$ cat src/hdl/mcs_pkg.sv
package mcs_pkg;
  // ==========================================================
  // command codes
  localparam logic [7:0] CMD_MISC_OPTION_CONTROL = 8'hed;
  localparam logic [7:0] CMD_CONFIG_SOURCE_SELECT = 8'hee;
  localparam logic [15:0] REG_RESET = 16'h0000;
  // ==========================================================
  // misc option control fields
  localparam int MISC_PEC_BIT = 15;
  localparam int MISC_SHDN_REVERT_BIT = 14;
  localparam int MISC_FLT_REVERT_BIT = 13;
  localparam int MISC_PIN_FUNC_BIT = 12;
  localparam int MISC_PULLUP_N_BIT = 3;
  localparam int MISC_FLT_MODE_BIT = 2;
  localparam int MISC_ADC_LSB = 0;
  // ==========================================================
  // config source select fields
  localparam int SRC_STACK_BIT = 12;
  localparam int SRC_SYNC_BIT = 11;
  localparam int SRC_COMP_BIT = 9;
  localparam int SRC_ADDR_BIT = 8;
  localparam int SRC_PHASE_BIT = 5;
  localparam int SRC_RISE_BIT = 3;
  localparam int SRC_OC_BIT = 2;
  localparam int SRC_FREQUENCY_SOURCE_BIT_BIT = 1;
  localparam int SRC_OUTPUT_VOLTAGE_SOURCE_BIT_BIT = 0;
  // ==========================================================
  // adc widths
  localparam logic [3:0] ADC_W_00 = 4'hc;
  localparam logic [3:0] ADC_W_01 = 4'ha;
  localparam logic [3:0] ADC_W_10 = 4'h8;
  localparam logic [3:0] ADC_W_11 = 4'h6;
  // ==========================================================
  // strap vector layout
  localparam int STP_VCMD = 0;
  localparam int STP_VSCL = 16;
  localparam int STP_VMAX = 32;
  localparam int STP_VMIN = 48;
  localparam int STP_FREQUENCY_SOURCE_BIT = 64;
  localparam int STP_OCW = 80;
  localparam int STP_OCF = 96;
  localparam int STP_RISE = 112;
  localparam int STP_PHASE = 128;
  localparam int STP_ADDR = 136;
  localparam int STP_COMP = 143;
  localparam int STP_SYNC = 151;
  localparam int STP_STACK = 159;
  localparam int STRAP_W = 163;
  localparam int FCNT_W = 4;
endpackage

$ cat src/hdl/mcs_strap_latch.sv
`timescale 1ns/100ps
module mcs_strap_latch
  import mcs_pkg::*;
#(
  parameter int W = STRAP_W
) (
  // clock and reset
  input wire logic clk_sys,
  input wire logic rst_n,
  // strap pins
  input wire logic [W-1:0] strap_pins,
  // captured value
  output logic [W-1:0] strap_val,
  output logic strap_done
);
  logic [W-1:0] meta_r;
  logic [W-1:0] sync_r;
  logic [1:0] wait_r;
  logic done_r;
  logic cap;

  // ==========================================================
  // capture once after release, never again
  assign cap = (wait_r == 2'h2) && !done_r;

  always_ff @(posedge clk_sys or negedge rst_n) begin
    if (!rst_n) begin
      meta_r <= '0;
      sync_r <= '0;
      wait_r <= 2'h0;
      done_r <= 1'b0;
      strap_val <= '0;
      strap_done <= 1'b0;
    end else begin
      meta_r <= strap_pins;
      sync_r <= meta_r;
      if (wait_r != 2'h2) begin
        wait_r <= wait_r + 2'h1;
      end
      if (cap) begin
        done_r <= 1'b1;
        strap_val <= sync_r;
      end
      strap_done <= cap;
    end
  end
endmodule

$ cat src/hdl/mcs_fault_counter.sv
`timescale 1ns/100ps
module mcs_fault_counter
  import mcs_pkg::*;
#(
  parameter int W = FCNT_W
) (
  // clock and reset
  input wire logic clk_sys,
  input wire logic rst_n,
  // cycle events
  input wire logic pwm_tick,
  input wire logic fault_seen,
  input wire logic clear_mode,
  // count
  output logic [W-1:0] count
);
  logic [W-1:0] count_nxt;
  logic at_max;

  assign at_max = &count;

  // ==========================================================
  // clean cycle steps down one or clears
  always_comb begin
    count_nxt = count;
    if (pwm_tick && fault_seen && !at_max) begin
      count_nxt = count + W'(1);
    end else if (pwm_tick && !fault_seen) begin
      if (clear_mode) begin
        count_nxt = '0;
      end else if (count != '0) begin
        count_nxt = count - W'(1);
      end
    end
  end

  always_ff @(posedge clk_sys or negedge rst_n) begin
    if (!rst_n) begin
      count <= '0;
    end else begin
      count <= count_nxt;
    end
  end
endmodule

$ cat src/hdl/mcs_config_top.sv
`timescale 1ns/100ps
// Contract
// with checksum bit set, transactions lacking checksum byte are rejected
// shutdown-revert bit reloads setpoint with boot value after shutdown
// fault-revert bit with retry reloads setpoint with boot value
// pin-function bit selects power-good or active-low reset role
// in reset role bit 3 low enables pullup, high disables it
// host writes zeros to reserved misc option bits
// clean switching cycle decrements fault counter, or clears when bit 2
// adc field selects 12, 10, 8 or 6 bit conversions
// override bit set keeps pin-programmed value over stored value
// straps sampled only at power-on, override writes never resample
// bit 12 selects stored or strap stacking configuration at load
// bit 11 selects stored or strap sync configuration at load
// bit 9 selects stored or strap compensation at load
// bit 8 selects stored or strap bus address at load
// bit 5 selects stored or strap phase phase_setting_a at load
// bit 3 selects stored or strap soft-start rise time at load
// bit 2 selects stored or strap overcurrent limits at load
// bit 1 selects stored or strap switching frequency at load
// bit 0 selects stored or strap voltage group at load
// host keeps unused override bits 15-13 and 7-6 at zero
module mcs_config_top
  import mcs_pkg::*;
(
  // clock and reset
  input wire logic clk_sys,
  input wire logic rst_n,
  // word transactions from the bus engine
  input wire logic cmd_valid,
  input wire logic cmd_write,
  input wire logic [7:0] cmd_code,
  input wire logic [15:0] cmd_wdata,
  input wire logic cmd_has_pec,
  input wire logic cmd_pec_ok,
  output logic rsp_valid,
  output logic [15:0] rsp_rdata,
  output logic rsp_pec_err,
  output logic rsp_unsup,
  // stored values
  input wire logic [15:0] nvm_misc,
  input wire logic [15:0] nvm_src,
  input wire logic [3:0] nvm_stack,
  input wire logic [7:0] nvm_sync,
  input wire logic [7:0] nvm_comp,
  input wire logic [6:0] nvm_addr,
  input wire logic [7:0] nvm_phase,
  input wire logic [15:0] nvm_rise,
  input wire logic [15:0] nvm_ocf,
  input wire logic [15:0] nvm_ocw,
  input wire logic [15:0] nvm_frequency_source_bit,
  input wire logic [15:0] nvm_vcmd,
  input wire logic [15:0] nvm_vscl,
  input wire logic [15:0] nvm_vmax,
  input wire logic [15:0] nvm_vmin,
  input wire logic restore_req,
  // strap pins
  input wire logic [STRAP_W-1:0] strap_pins,
  // setpoint control
  input wire logic [15:0] boot_voltage_value,
  input wire logic output_voltage_source_bit_cmd_wr,
  input wire logic [15:0] output_voltage_source_bit_cmd_wdata,
  input wire logic shutdown_event,
  input wire logic fault_restart,
  input wire logic fault_retry_mode,
  // fault counter events
  input wire logic pwm_tick,
  input wire logic fault_seen,
  // status pin sources
  input wire logic power_good_in,
  input wire logic reset_assert,
  // active configuration
  output logic [3:0] stack_cfg,
  output logic [7:0] sync_cfg,
  output logic [7:0] comp_cfg,
  output logic [6:0] bus_addr,
  output logic [7:0] phase_setting_a,
  output logic [15:0] rise_time,
  output logic [15:0] oc_fault_limit,
  output logic [15:0] oc_warn_limit,
  output logic [15:0] switch_frequency_source_bit,
  output logic [15:0] output_voltage_source_bit_command,
  output logic [15:0] output_voltage_source_bit_scale,
  output logic [15:0] output_voltage_source_bit_max,
  output logic [15:0] output_voltage_source_bit_min,
  // misc outputs
  output logic [3:0] adc_width,
  output logic [FCNT_W-1:0] fault_count,
  output logic config_loaded,
  // shared status pin
  output logic shared_status_pin_o,
  output logic shared_status_pin_oe_n,
  output logic shared_status_pin_pullup
);
  logic [15:0] misc_r;
  logic [15:0] src_r;
  logic [STRAP_W-1:0] strap_val;
  logic strap_done;
  logic [FCNT_W-1:0] fcnt;
  logic hit_misc;
  logic hit_src;
  logic pec_bad;
  logic wr_ok;
  logic load;
  logic [15:0] load_src;
  logic [15:0] load_misc;
  logic revert;
  logic fault_count_recovery_mode;
  logic pg_mode;

  // ==========================================================
  // functions
  function automatic logic [3:0] adc_bits(input logic [1:0] sel);
    unique case (sel)
      2'h0: adc_bits = ADC_W_00;
      2'h1: adc_bits = ADC_W_01;
      2'h2: adc_bits = ADC_W_10;
      2'h3: adc_bits = ADC_W_11;
    endcase
  endfunction

  function automatic logic [15:0] pick16(input logic strap,
      input logic [15:0] nvm, input logic [15:0] pin);
    pick16 = strap ? pin : nvm;
  endfunction

  // ==========================================================
  // strap capture and fault counter
  mcs_strap_latch #(.W(STRAP_W)) u_strap (
    .clk_sys(clk_sys),
    .rst_n(rst_n),
    .strap_pins(strap_pins),
    .strap_val(strap_val),
    .strap_done(strap_done)
  );

  assign fault_count_recovery_mode = misc_r[MISC_FLT_MODE_BIT];

  mcs_fault_counter #(.W(FCNT_W)) u_fcnt (
    .clk_sys(clk_sys),
    .rst_n(rst_n),
    .pwm_tick(pwm_tick),
    .fault_seen(fault_seen),
    .clear_mode(fault_count_recovery_mode),
    .count(fcnt)
  );

  // ==========================================================
  // transaction decode
  assign hit_misc = cmd_code == CMD_MISC_OPTION_CONTROL;
  assign hit_src = cmd_code == CMD_CONFIG_SOURCE_SELECT;
  assign pec_bad = (cmd_has_pec && !cmd_pec_ok)
                 || (!cmd_has_pec && misc_r[MISC_PEC_BIT]);
  assign wr_ok = cmd_valid && cmd_write && !pec_bad;

  // ==========================================================
  // load events: power-up uses stored source, restore the live one
  assign load = strap_done || (restore_req && config_loaded);
  assign load_src = strap_done ? nvm_src : src_r;
  assign load_misc = nvm_misc;
  assign revert = (shutdown_event && misc_r[MISC_SHDN_REVERT_BIT])
                || (fault_restart && fault_retry_mode
                    && misc_r[MISC_FLT_REVERT_BIT]);
  assign pg_mode = !misc_r[MISC_PIN_FUNC_BIT];

  // ==========================================================
  // option registers
  always_ff @(posedge clk_sys or negedge rst_n) begin
    if (!rst_n) begin
      misc_r <= REG_RESET;
      src_r <= REG_RESET;
      config_loaded <= 1'b0;
    end else begin
      if (strap_done) begin
        config_loaded <= 1'b1;
      end
      if (load) begin
        misc_r <= load_misc;
        src_r <= load_src;
      end else if (wr_ok && hit_misc) begin
        misc_r <= cmd_wdata;
      end else if (wr_ok && hit_src) begin
        src_r <= cmd_wdata;
      end
    end
  end

  // ==========================================================
  // bus answer, one cycle after the request
  always_ff @(posedge clk_sys or negedge rst_n) begin
    if (!rst_n) begin
      rsp_valid <= 1'b0;
      rsp_rdata <= 16'h0000;
      rsp_pec_err <= 1'b0;
      rsp_unsup <= 1'b0;
    end else begin
      rsp_valid <= cmd_valid;
      rsp_pec_err <= cmd_valid && pec_bad;
      rsp_unsup <= cmd_valid && !hit_misc && !hit_src;
      if (cmd_valid && !cmd_write && hit_misc) begin
        rsp_rdata <= misc_r;
      end else if (cmd_valid && !cmd_write && hit_src) begin
        rsp_rdata <= src_r;
      end else begin
        rsp_rdata <= 16'h0000;
      end
    end
  end

  // ==========================================================
  // active configuration, stored or strap per group
  always_ff @(posedge clk_sys or negedge rst_n) begin
    if (!rst_n) begin
      stack_cfg <= 4'h0;
      sync_cfg <= 8'h00;
      comp_cfg <= 8'h00;
      bus_addr <= 7'h00;
      phase_setting_a <= 8'h00;
      rise_time <= 16'h0000;
      oc_fault_limit <= 16'h0000;
      oc_warn_limit <= 16'h0000;
      switch_frequency_source_bit <= 16'h0000;
      output_voltage_source_bit_scale <= 16'h0000;
      output_voltage_source_bit_max <= 16'h0000;
      output_voltage_source_bit_min <= 16'h0000;
    end else if (load) begin

      stack_cfg <= load_src[SRC_STACK_BIT]
                 ? strap_val[STP_STACK +: 4] : nvm_stack;
      sync_cfg <= load_src[SRC_SYNC_BIT]
                ? strap_val[STP_SYNC +: 8] : nvm_sync;
      comp_cfg <= load_src[SRC_COMP_BIT]
                ? strap_val[STP_COMP +: 8] : nvm_comp;
      bus_addr <= load_src[SRC_ADDR_BIT]
                ? strap_val[STP_ADDR +: 7] : nvm_addr;
      phase_setting_a <= load_src[SRC_PHASE_BIT]
                       ? strap_val[STP_PHASE +: 8] : nvm_phase;
      rise_time <= pick16(load_src[SRC_RISE_BIT], nvm_rise,
                          strap_val[STP_RISE +: 16]);
      oc_fault_limit <= pick16(load_src[SRC_OC_BIT], nvm_ocf,
                               strap_val[STP_OCF +: 16]);
      oc_warn_limit <= pick16(load_src[SRC_OC_BIT], nvm_ocw,
                              strap_val[STP_OCW +: 16]);
      switch_frequency_source_bit <= pick16(load_src[SRC_FREQUENCY_SOURCE_BIT_BIT], nvm_frequency_source_bit,
                            strap_val[STP_FREQUENCY_SOURCE_BIT +: 16]);
      output_voltage_source_bit_scale <= pick16(load_src[SRC_OUTPUT_VOLTAGE_SOURCE_BIT_BIT], nvm_vscl,
                           strap_val[STP_VSCL +: 16]);
      output_voltage_source_bit_max <= pick16(load_src[SRC_OUTPUT_VOLTAGE_SOURCE_BIT_BIT], nvm_vmax,
                         strap_val[STP_VMAX +: 16]);
      output_voltage_source_bit_min <= pick16(load_src[SRC_OUTPUT_VOLTAGE_SOURCE_BIT_BIT], nvm_vmin,
                         strap_val[STP_VMIN +: 16]);
    end
  end

  // ==========================================================
  // output setpoint: load, then revert, then host write
  always_ff @(posedge clk_sys or negedge rst_n) begin
    if (!rst_n) begin
      output_voltage_source_bit_command <= 16'h0000;
    end else if (load) begin
      output_voltage_source_bit_command <= pick16(load_src[SRC_OUTPUT_VOLTAGE_SOURCE_BIT_BIT], nvm_vcmd,
                             strap_val[STP_VCMD +: 16]);
    end else if (revert) begin
      output_voltage_source_bit_command <= boot_voltage_value;
    end else if (output_voltage_source_bit_cmd_wr) begin
      output_voltage_source_bit_command <= output_voltage_source_bit_cmd_wdata;
    end
  end

  // ==========================================================
  // telemetry width, counter, status pin
  always_ff @(posedge clk_sys or negedge rst_n) begin
    if (!rst_n) begin
      adc_width <= ADC_W_00;
      fault_count <= '0;
      shared_status_pin_o <= 1'b0;
      shared_status_pin_oe_n <= 1'b1;
      shared_status_pin_pullup <= 1'b0;
    end else begin
      adc_width <= adc_bits(misc_r[MISC_ADC_LSB +: 2]);
      fault_count <= fcnt;
      shared_status_pin_o <= 1'b0;
      // open drain: pull low when not good, or when reset asserted
      shared_status_pin_oe_n <= pg_mode ? power_good_in
                                        : !reset_assert;
      shared_status_pin_pullup <= !pg_mode
                                  && !misc_r[MISC_PULLUP_N_BIT];
    end
  end

  // ==========================================================
  // checks
  a_pec_reject: assert property (@(posedge clk_sys) disable iff (!rst_n)
    cmd_valid && !cmd_has_pec && misc_r[MISC_PEC_BIT] && !load
    |=> rsp_pec_err && $stable(misc_r))
    else $error("missing checksum not rejected");
  a_pec_optional: assert property (@(posedge clk_sys) disable iff (!rst_n)
    cmd_valid && cmd_write && hit_misc && !cmd_has_pec
    && !misc_r[MISC_PEC_BIT] && !load |=> !rsp_pec_err
    && misc_r == $past(cmd_wdata))
    else $error("optional checksum write lost");
  a_shdn_revert: assert property (@(posedge clk_sys) disable iff (!rst_n)
    shutdown_event && misc_r[MISC_SHDN_REVERT_BIT] && !load
    |=> output_voltage_source_bit_command == $past(boot_voltage_value))
    else $error("setpoint not reverted after shutdown");
  a_no_revert: assert property (@(posedge clk_sys) disable iff (!rst_n)
    !load && !output_voltage_source_bit_cmd_wr && !revert |=> $stable(output_voltage_source_bit_command))
    else $error("setpoint changed without cause");
  a_pin_role: assert property (@(posedge clk_sys) disable iff (!rst_n)
    !misc_r[MISC_PIN_FUNC_BIT] && $stable(misc_r)
    |=> !shared_status_pin_pullup
    && shared_status_pin_oe_n == $past(power_good_in))
    else $error("power good role wrong");
  a_pullup_ctl: assert property (@(posedge clk_sys) disable iff (!rst_n)
    misc_r[MISC_PIN_FUNC_BIT] ##1 $stable(misc_r)
    |-> shared_status_pin_pullup == !$past(misc_r[MISC_PULLUP_N_BIT]))
    else $error("pullup control wrong");
  a_clean_clear: assert property (@(posedge clk_sys) disable iff (!rst_n)
    pwm_tick && !fault_seen && fault_count_recovery_mode
    |=> fcnt == '0 ##1 fault_count == '0)
    else $error("fault counter not cleared");
  a_adc_width: assert property (@(posedge clk_sys) disable iff (!rst_n)
    misc_r[1:0] == 2'h2 && $stable(misc_r) |=> adc_width == ADC_W_10)
    else $error("adc width wrong");
  a_strap_once: assert property (@(posedge clk_sys) disable iff (!rst_n)
    config_loaded |-> !strap_done)
    else $error("straps sampled twice");
  a_addr_strap: assert property (@(posedge clk_sys) disable iff (!rst_n)
    load && load_src[SRC_ADDR_BIT]
    |=> bus_addr == $past(strap_val[STP_ADDR +: 7]))
    else $error("strap address overwritten");
  a_frequency_source_bit_nvm: assert property (@(posedge clk_sys) disable iff (!rst_n)
    load && !load_src[SRC_FREQUENCY_SOURCE_BIT_BIT] |=> switch_frequency_source_bit == $past(nvm_frequency_source_bit))
    else $error("stored frequency not loaded");
endmodule

$ cat config.mk
export PLATFORM = sky130hd
export DESIGN_NAME = mcs_config_top
export DESIGN_NICKNAME = d
export VERILOG_FILES = /design/src/hdl/mcs_pkg.sv /design/src/hdl/mcs_strap_latch.sv /design/src/hdl/mcs_fault_counter.sv /design/src/hdl/mcs_config_top.sv
export SDC_FILE = /design/constraint.sdc
export NUM_CORES = 1
export LEC_CHECK = 0
export BUFFER_PORTS_ARGS = -buffer_cell sky130_fd_sc_hd__buf_2
export CAP_MARGIN = 5
export CORE_MARGIN = 8
export CORE_UTILIZATION = 40
export DETAILED_ROUTE_END_ITERATION = 7
export PLACE_DENSITY_LB_ADDON = 0.3
export SETUP_SLACK_MARGIN = 0.3
export SLEW_MARGIN = 20
export SYNTH_ARGS = -nofsm -noshare
export SYNTH_HDL_FRONTEND = slang
export SYNTH_HIERARCHICAL = 1
export SYNTH_SLANG_ARGS = --single-unit
$ cat constraint.sdc
create_clock -name clk_sys -period 3.7 [get_ports clk_sys]
set_input_delay 0.37 -clock clk_sys [delete_from_list [all_inputs] [get_ports clk_sys]]
set_output_delay 0.37 -clock clk_sys [all_outputs]
set_load 0.02 [all_outputs]
---- Word-level counts from Yosys, hierarchy flattened ----
Index checks and enable logic that the tools add are counted.
cells by class
  add/sub/neg operators ................... 3
  multiplexer cells ....................... 30
  reduce and logical (&&, ||, !) cells .... 46
  eq/ne operators ......................... 9
operators with widths
  cell                                                                    count
  16-bit two-way mux                                                      19
  8-bit two-way mux                                                       3
  1-bit logical AND                                                       21
  4-bit two-way mux                                                       5
  8-bit equality test (second input constant)                             2
  4-bit case mux with 4 select lines                                      1
  1-bit zero test                                                         11
  7-bit two-way mux                                                       1
  2-bit equality test (second input constant)                             3
  2-bit nonzero test                                                      3
  3-bit nonzero test                                                      2
  4-bit by 1-bit adder with 4-bit output (second input constant)          1
  2-bit != test (second input constant)                                   2
  2-bit AND reduction                                                     2
  4-bit AND reduction                                                     1
  4-bit nonzero test                                                      1
  4-bit by 1-bit subtractor with 4-bit output (second input constant)     1
  1-bit logical OR                                                        3
  3-bit AND reduction                                                     1
  2-bit by 1-bit adder with 2-bit output (second input constant)          1
  2-bit by 1-bit equality test with 1-bit output (second input constant)  1
  2-bit zero test                                                         1
  2-bit by 1-bit != test with 1-bit output (second input constant)        1
  1-bit two-way mux                                                       1
storage, ports and cells
  register bits ........................... 722

---- Longest topological paths before layout ----
Gate-level depths: netlist of the first run.
  depth in word-level cells ............... 9
  gate-level depth with buffers ........... 8
  depth with buffers taken out ............ 5

---- Modules after synthesis ----
The synthesis of the first run kept the hierarchy.
by module, submodules not included
  module             instances  cells an instance  area an instance (um2)  seq. area each (um2)
  mcs_strap_latch    1          681                14926.8                 12336.8
  mcs_config_top     1          991                10913.0                 5609.1
  mcs_fault_counter  1          40                 346.6                   100.1

---- Least setup slack after synthesis of the first run ----
Ideal clock, no wire load.
  path type ............................... register to register
  start point ............................. reg config_loaded
  end point ............................... reg misc_r[10]
  library setup time ...................... 0.125 ns
  path buffers ............................ 2
  slack ................................... 2.012 ns
  data arrival time ....................... 1.563 ns
  clock period less this slack ............ 1.688 ns
  data required time ...................... 3.575 ns
  cell stages (with the launch flop) ...... 6
  path through ............................ dfrtp_1 > a21oi_4 > buf_6 > buf_12 > mux2_1 > mux2_4
on the way
  longest elaborated chain between the ends .. 3
RTL lines
  item                                                      RTL line               text
  start, declared                                           mcs_config_top.sv:89   output logic config_loaded,
  start signal, assigned                                    mcs_config_top.sv:172  config_loaded <= 1'b0;
  start signal, assigned                                    mcs_config_top.sv:175  config_loaded <= 1'b1;
  1-bit logical AND (*)                                     mcs_config_top.sv:158  assign load = strap_done || (restore_req && config_loaded);
  1-bit logical OR (*)                                      mcs_config_top.sv:158
  16-bit two-way mux or 2-bit nonzero test (tied branches)  --
  end signal, assigned                                      mcs_config_top.sv:178  misc_r <= load_misc;
  end signal, assigned                                      mcs_config_top.sv:181  misc_r <= cmd_wdata;
  end, declared                                             mcs_config_top.sv:95   logic [15:0] misc_r;
Mark *: on every way between the ends. The rest lies on a longest branch, timed or not.
A chain may end at the register's enable or synchronous reset.

---- Final worst setup path of the first run ----
  start point ............................. reg u_strap.strap_done
  end point ............................... reg output_voltage_source_bit_command[7]
on the way
  longest elaborated chain between the ends .. 3
RTL lines
  item                    RTL line               text
  start, declared         mcs_strap_latch.sv:14  output logic strap_done
  start signal, assigned  mcs_strap_latch.sv:44  strap_done <= cap;
  16-bit two-way mux      mcs_config_top.sv:159  assign load_src = strap_done ? nvm_src : src_r;
  16-bit two-way mux      mcs_config_top.sv:124  pick16 = strap ? pin : nvm;
  16-bit two-way mux      mcs_config_top.sv:260  end else if (load) begin
  end signal, assigned    mcs_config_top.sv:261  output_voltage_source_bit_command <= pick16(load_src[SRC_OUTPUT_VOLTAGE_SOURCE_BIT_BIT], nvm_vcmd,
  end signal, assigned    mcs_config_top.sv:264  output_voltage_source_bit_command <= boot_voltage_value;
  end signal, assigned    mcs_config_top.sv:266  output_voltage_source_bit_command <= output_voltage_source_bit_cmd_wdata;
  end, declared           mcs_config_top.sv:82   output logic [15:0] output_voltage_source_bit_command,
Several ways; a longest one is shown, not always the timed one. The select of a mux whose other input is x is not followed.

==> impl_metrics.yaml, run 1 <==
place:
  io_buffers: 620
  dp_hpwl_mm: 49.3
  gp_congestion: 0.844
  post_dp_cell_area_sq_um: 30000
yosys:
  synth-async-reset-ratio_pct: 100
  synth_edf_count: 0
  syn_inst: 1712
  ys_seq_elements: 721
  synth_cell_type_count: 56
  netlist_area_sq_um: 26200
  yosys-top-cells-count: "718 x dfrtp_1, 185 x mux2i_1, 176 x nand2_1"
  synthDominantCellAreaShare_pct: 68.6
  synth.area.top_cells: "dfrtp_1 69%, mux2i_1 7.1%, mux2_4 6.4%"
  yosysTopAreaCell: "dfrtp_1"
  yosysSeqAreaShare_pct: 68.9
  ys.flop_type: "dfrtp_1"
  ys_warn_count: 6
  avgSynthCellArea_sq_um: 15.3
  yosys.cell_count.top_type: "dfrtp_1"
clock_network:
  clk_path_buf_depth: 3
  clk_latency_ns: 0.62
  numCtsBuffers: 77
  cts_max_level: 3
  clk_pin_slew_ns: 0.06
  cts-resized-gates: 0
  cts_tree: "built"
  cts.sinks: 721
  clk_root_buffer_cell: "clkbuf_16"
floorplanning:
  die_h_microns: 272
  initial_core_util_pct: 40.1
  dieArea_sq_um: 73900
  ios: 623
  rows: 94
  die_w_microns: 272
  core_area_sq_um: 65300
global_route:
  overflow: 0
  grt_usage_pct: 18.6
  antenna_found_initial: 22
  grt_start_max_net_pins: 141
  grt_pass1_vias: 18600
  grt_pass1_wl_mm: 108
sta:
  drv_slew: 0
  fin_tns_setup_ns: 0
  worst_pin_slew_ns: 1.00
  setup_viol: 0
  period_needed_ns: 2.59
  hold_viol_final: 0
  max_freq_mhz: 386
  fin_crit_sh_pct: 70.0
  rsz0062_at_grt: "no"
  relSlewSlack_pct: 32.9
  fin_worst_skew_ns: 0.0234
routing:
  drc: 0
  wl_per_cell_microns: 19.8
  firstDrtPassIters: 7
  drt-initial-drc-count: 1005
  antenna_left: 0
  vias_per_cell: 4.72
  routed_wirelength_mm: 69.5
  num_vias: 16500
setup_path:
  worstSetupPathType: "register to register"
  crit_required_ns: 4.24
  cp-end-kind: "register"
  arrival_ns: 3.13
  crit_path_max_fanout: 51
  startpoint_type: "register"
power_and_ir_drop:
  cellPowerDensity_nw_per_um2: 534
  leakage_nw: 16.6
  vdd_drop_max_mv: 0.384
cells_and_area:
  drive_above_1_share_pct: 37.7
  syn_to_final_growth_pct: 32.4
  final_cell_area_sq_um: 34700
  reg_top3: "u_strap/meta_r (163), u_strap/strap_val (163), u_strap/sync_r (163)"
  nets: 2997
worst_hold_path:
  hold_path.class: "input pin to register"
outcome:
  status: "completed"
run:
  max-cap-violations: 0
-- metrics by stage --
step	util, %	cells	hold slack, ns	power (mW)	setup WS [ns]
CTS	53.0	3484	0.000175	18.8	1.14
global placement	45.9	3142	0.332	10.6	1.31
detailed placement	45.9	3142	0.335	10.7	1.25
floorplan	-	1713	0.0744	9.75	2.01
finish	53.1	3504	0.0418	18.5	1.11
global route	53.1	3501	0.0246	19.4	0.971
-- metal layers --
| layer | vias up | global-route usage [%] | share of wire, % |
|---|---|---|---|
| li1 | 7599 | - | - |
| met1 | 8300 | 22.4 | 39 |
| met2 | 494 | 31.8 | 51 |
| met3 | 142 | 4.14 | 5.6 |
| met4 | 4 | 8.39 | 3.8 |
| met5 | - | 0 | 0.039 |
-- worst max-delay path, cell delays in order, from the launching register on --
cell	delay [ns]
dfrtp_2	0.54
a21oi_4	0.81
buf_12	0.33
o211ai_1	0.12
o21ai_1	0.10
dlygate4sd3_1	0.58
-- placed cells by master (no fill, tap or decap), types with 2 or more instances in the layout --
cell type,count
dfrtp_1,717
clkbuf_1,17
nor3b_1,2
mux2i_1,185
clkinv_2,13
a21oi_4,9
inv_1,21
nor2b_1,12
a221o_1,7
ha_1,6
clkinvlp_4,2
mux2_1,3
mux2_4,112
a22oi_1,16
o21ai_0,98
clkbuf_8,12
inv_16,2
bufinv_16,6
or3_1,3
clkbuf_16,78
conb_1,2
a2bb2oi_1,2
clkinv_16,3
nor2_1,23
buf_12,15
nand2_1,176
o211ai_1,19
buf_2,619
dlygate4sd3_1,205
or2_2,2
and2_1,16
dfstp_2,3
o32ai_1,2
o311ai_1,9
mux2_2,76
buf_4,20
o21ai_1,76
diode_2,20
-- logic make-up (layout without fill, tap and decap cells) --
family / count (synthesis) / in the layout / share of synthesized area [%]
mux: 376 / 376 / 16.9
fa+ha+maj: 6 / 6 / 0.287
flops: 721 / 721 / 68.9
xor+xnor: 1 / 1 / 0.0335
compound gates: 248 / 248 / 5.93
buf+inv: 111 / 1018 / 3.73
other cells: 1 / 22 / 0.0143
simple gates: 248 / 248 / 4.20
-- worst paths after layout --
path                                     from                                    to  slack (ns)  depth (start not counted)
hold / removal                    nvm_vscl[3]    output_voltage_source_bit_scale[3]        0.04                          3
setup reg to reg           u_strap/strap_done  output_voltage_source_bit_command[7]        1.11                          5
min in group asynchronous               rst_n                    u_strap/sync_r[98]        0.40                          2
hold reg to reg             u_strap/meta_r[1]                     u_strap/sync_r[1]        0.33                          0
setup / recovery           u_strap/strap_done  output_voltage_source_bit_command[7]        1.11                          5
max in group asynchronous               rst_n                    u_strap/sync_r[59]        2.07                          4
-- report_power, final --
| part | total, mW | switching, mW | internal (mW) | leakage, nW |
|---|---|---|---|---|
| sequential | 8.73 | 0.303 | 8.43 | 8.52 |
| combinational | 1.97 | 1.09 | 0.879 | 6.78 |
| clock | 7.82 | 3.22 | 4.60 | 1.28 |
| total | 18.5 | 4.61 | 13.9 | 16.6 |
-- what timing repair did --
| action | 4_1_cts | 5_1_grt |
|---|---|---|
| endpoints found under the setup margin | 0 | 0 |
| hold endpoints to repair | 268 | 0 |
| buffers inserted | 0 | 0 |
| hold buffers | 205 | 0 |
-- cell type report --
class,count,area (sq um)
clock inverters,30,435
diodes,20,50.0
fillers,5368,30600
flip-flops and latches,721,18000
inverters,21,78.8
multi-input cells,881,7180
clock buffers,107,2180
well taps,864,1080
repair buffers,860,5620
Power figures use the tool's default switching activity.
==> inputs of run 2 (changes only) <==
==> constraint.sdc (replaced) <==
create_clock -name clk_sys -period 2.15 [get_ports clk_sys]
set_input_delay 0.215 -clock clk_sys [delete_from_list [all_inputs] [get_ports clk_sys]]
set_output_delay 0.215 -clock clk_sys [all_outputs]
set_load 0.02 [all_outputs]
==> run 2 against run 1 <==
- hold slack worse by 0.0039 ns
- die area stayed put
- utilization is 4.3 points higher
- register-to-register slack worse by 0.76 ns
- critical path depth is 1 higher
- highest routed layer unchanged
- clock power is 73% higher
- combinational power is 93% higher
- non-clock buffer count is 255 higher
- sequential share of layout area is 3.9 points lower
- worst setup slack worse by 0.76 ns
==> impl_metrics.yaml, run 2 (synthesized netlist as in run 1, its figures left out) <==
outcome:
  status: "completed"
cells_and_area:
  final_common_cell: "dfrtp_1"
  final_cell_area_sq_um: 37500
  syn_to_final_growth_pct: 43.2
  drive_above_1_share_pct: 36.1
  mostFrequentLayoutCells: "717 x dfrtp_1, 619 x buf_2, 416 x dlygate4sd3_1"
  nets: 3254
  reg_top3: "u_strap/meta_r (163), u_strap/strap_val (163), u_strap/sync_r (163)"
clock_network:
  cts_max_level: 3
  clk_pin_slew_ns: 0.06
  clk_latency_ns: 0.62
  numCtsBuffers: 79
  clk_root_buffer_cell: "clkbuf_16"
  cts_tree: "built"
  clk_path_buf_depth: 3
  cts.sinks: 721
floorplanning:
  rows: 94
  die_h_microns: 272
  initial_core_util_pct: 40.1
  core_area_sq_um: 65300
  ios: 623
  dieArea_sq_um: 73900
  die_w_microns: 272
worst_hold_path:
  hold_path.class: "input pin to register"
  hold_path_depth: 5
global_route:
  antenna_found_initial: 22
  grt_pass1_vias: 20000
  overflow: 0
  grt_pass1_wl_mm: 114
  grt_usage_pct: 19.5
  grt_start_max_net_pins: 107
place:
  dp_hpwl_mm: 50.4
  gp_congestion: 0.835
  post_dp_cell_area_sq_um: 30300
  io_buffers: 620
sta:
  hold_viol_final: 0
  fin_worst_skew_ns: 0.0276
  rsz0062_at_grt: "no"
  drv_slew: 0
  fin_crit_sh_pct: 83.8
  setup_viol: 0
  max_freq_mhz: 555
  worst_pin_slew_ns: 0.644
  period_needed_ns: 1.80
  fin_tns_setup_ns: 0
  relSlewSlack_pct: 57.1
setup_path:
  worstSetupPathType: "register to register"
  crit_path_max_fanout: 16
  arrival_ns: 2.28
  critPathSlowestCell: "dfrtp_2"
  crit_cells: 6
  rr_worst_depth: 6
  path_cells: "buf_12 -> nor2b_1 -> a21oi_4 -> buf_4 -> mux2i_1 -> o21ai_0"
  cp_top_family: "buffers and inverters"
  critPathMaxStageDelay_ns: 0.48
  cp-end-kind: "register"
  startpoint_type: "register"
  crit_required_ns: 2.63
  cp_num_buf_inv: 2
routing:
  drt-initial-drc-count: 1043
  vias_per_cell: 4.78
  firstDrtPassIters: 5
  routed_wirelength_mm: 75.0
  wl_per_cell_microns: 19.9
  drc: 0
  antenna_left: 0
  num_vias: 18000
power_and_ir_drop:
  leakage_nw: 17.8
  cellPowerDensity_nw_per_um2: 862
  vdd_drop_max_mv: 0.667
run:
  max-cap-violations: 0
## run 2: cell types whose count changed in the layout (fill, tap and decap cells not counted), sizes merged
cell / delta
buf: +38
bufbuf: +1
bufinv: -2
clkbuf: +10
clkinv: +2
diode: -1
dlygate4sd3: +211
inv: +1
## run 2: area by class of cell
| cell class | instances | area, sq um |
|---|---|---|
| Sequential cell | 721 | 18000 |
| Clock buffer | 112 | 2270 |
| Timing Repair Buffer | 1115 | 8390 |
| Tap cell | 864 | 1080 |
| Antenna cell | 19 | 47.5 |
| Multi-Input combinational cell | 881 | 7200 |
| Inverter | 21 | 78.8 |
| Clock inverter | 31 | 385 |
| Fill cell | 5002 | 27800 |
## run 2: worst paths after layout
| kind | end | slack (ns) | start |
|---|---|---|---|
| min in group asynchronous | u_strap/meta_r[108] | 0.18 | rst_n |
| max in group asynchronous | u_strap/strap_val[147] | 1.08 | rst_n |
| setup / recovery | rise_time[3] | 0.35 | u_strap/strap_done |
| setup reg to reg | rise_time[3] | 0.35 | u_strap/strap_done |
| hold reg to reg | u_strap/sync_r[57] | 0.34 | u_strap/meta_r[57] |
| hold / removal | output_voltage_source_bit_command[7] | 0.04 | output_voltage_source_bit_cmd_wdata[7] |
## run 2: per-layer routing
metal  GRT usage (%)  part of all wire (%)  vias up
li1                -                     -     8122
met4            10.2                   4.8        4
met5               0                 0.029        -
met3            3.86                   5.4      227
met2            33.4                    51      687
met1            23.1                    39     8968
## run 2: worst reg2reg max path: cells and delay by family (launching register included)
family	cells	cell delay [ns]
buf+inv	2	0.52
simple gates	1	0.10
mux	1	0.32
compound gates	2	0.26
flops	1	0.48
## run 2: through the flow
step	utilization (%)	std cells	hold slack (ns)	power, mW	worst slack [ns]
2_1_floorplan	-	1713	-0.0806	16.8	0.462
5_1_grt	57.5	3763	0.0197	33.7	0.297
3_3_place_gp	46.5	3170	0.221	18.3	0.254
3_5_place_dp	46.5	3170	0.228	18.4	0.213
4_1_cts	57.0	3733	0.00121	32.7	0.300
6_report	57.5	3764	0.0379	32.3	0.348
## run 2: power breakdown
part | internal (mW) | switching, mW
Combinational | 1.82 | 1.99
Clock | 7.95 | 5.54
Sequential | 14.5 | 0.545
## run 2: timing repair
action / 4_1_cts / 5_1_grt
gates cloned: 1 / 5
setup endpoints to repair: 70 / 221
gates resized for setup: 0 / 11
buffers inserted: 3 / 7
pin swaps: 1 / 2
hold buffers: 416 / 0
endpoints found under the hold margin: 491 / 0
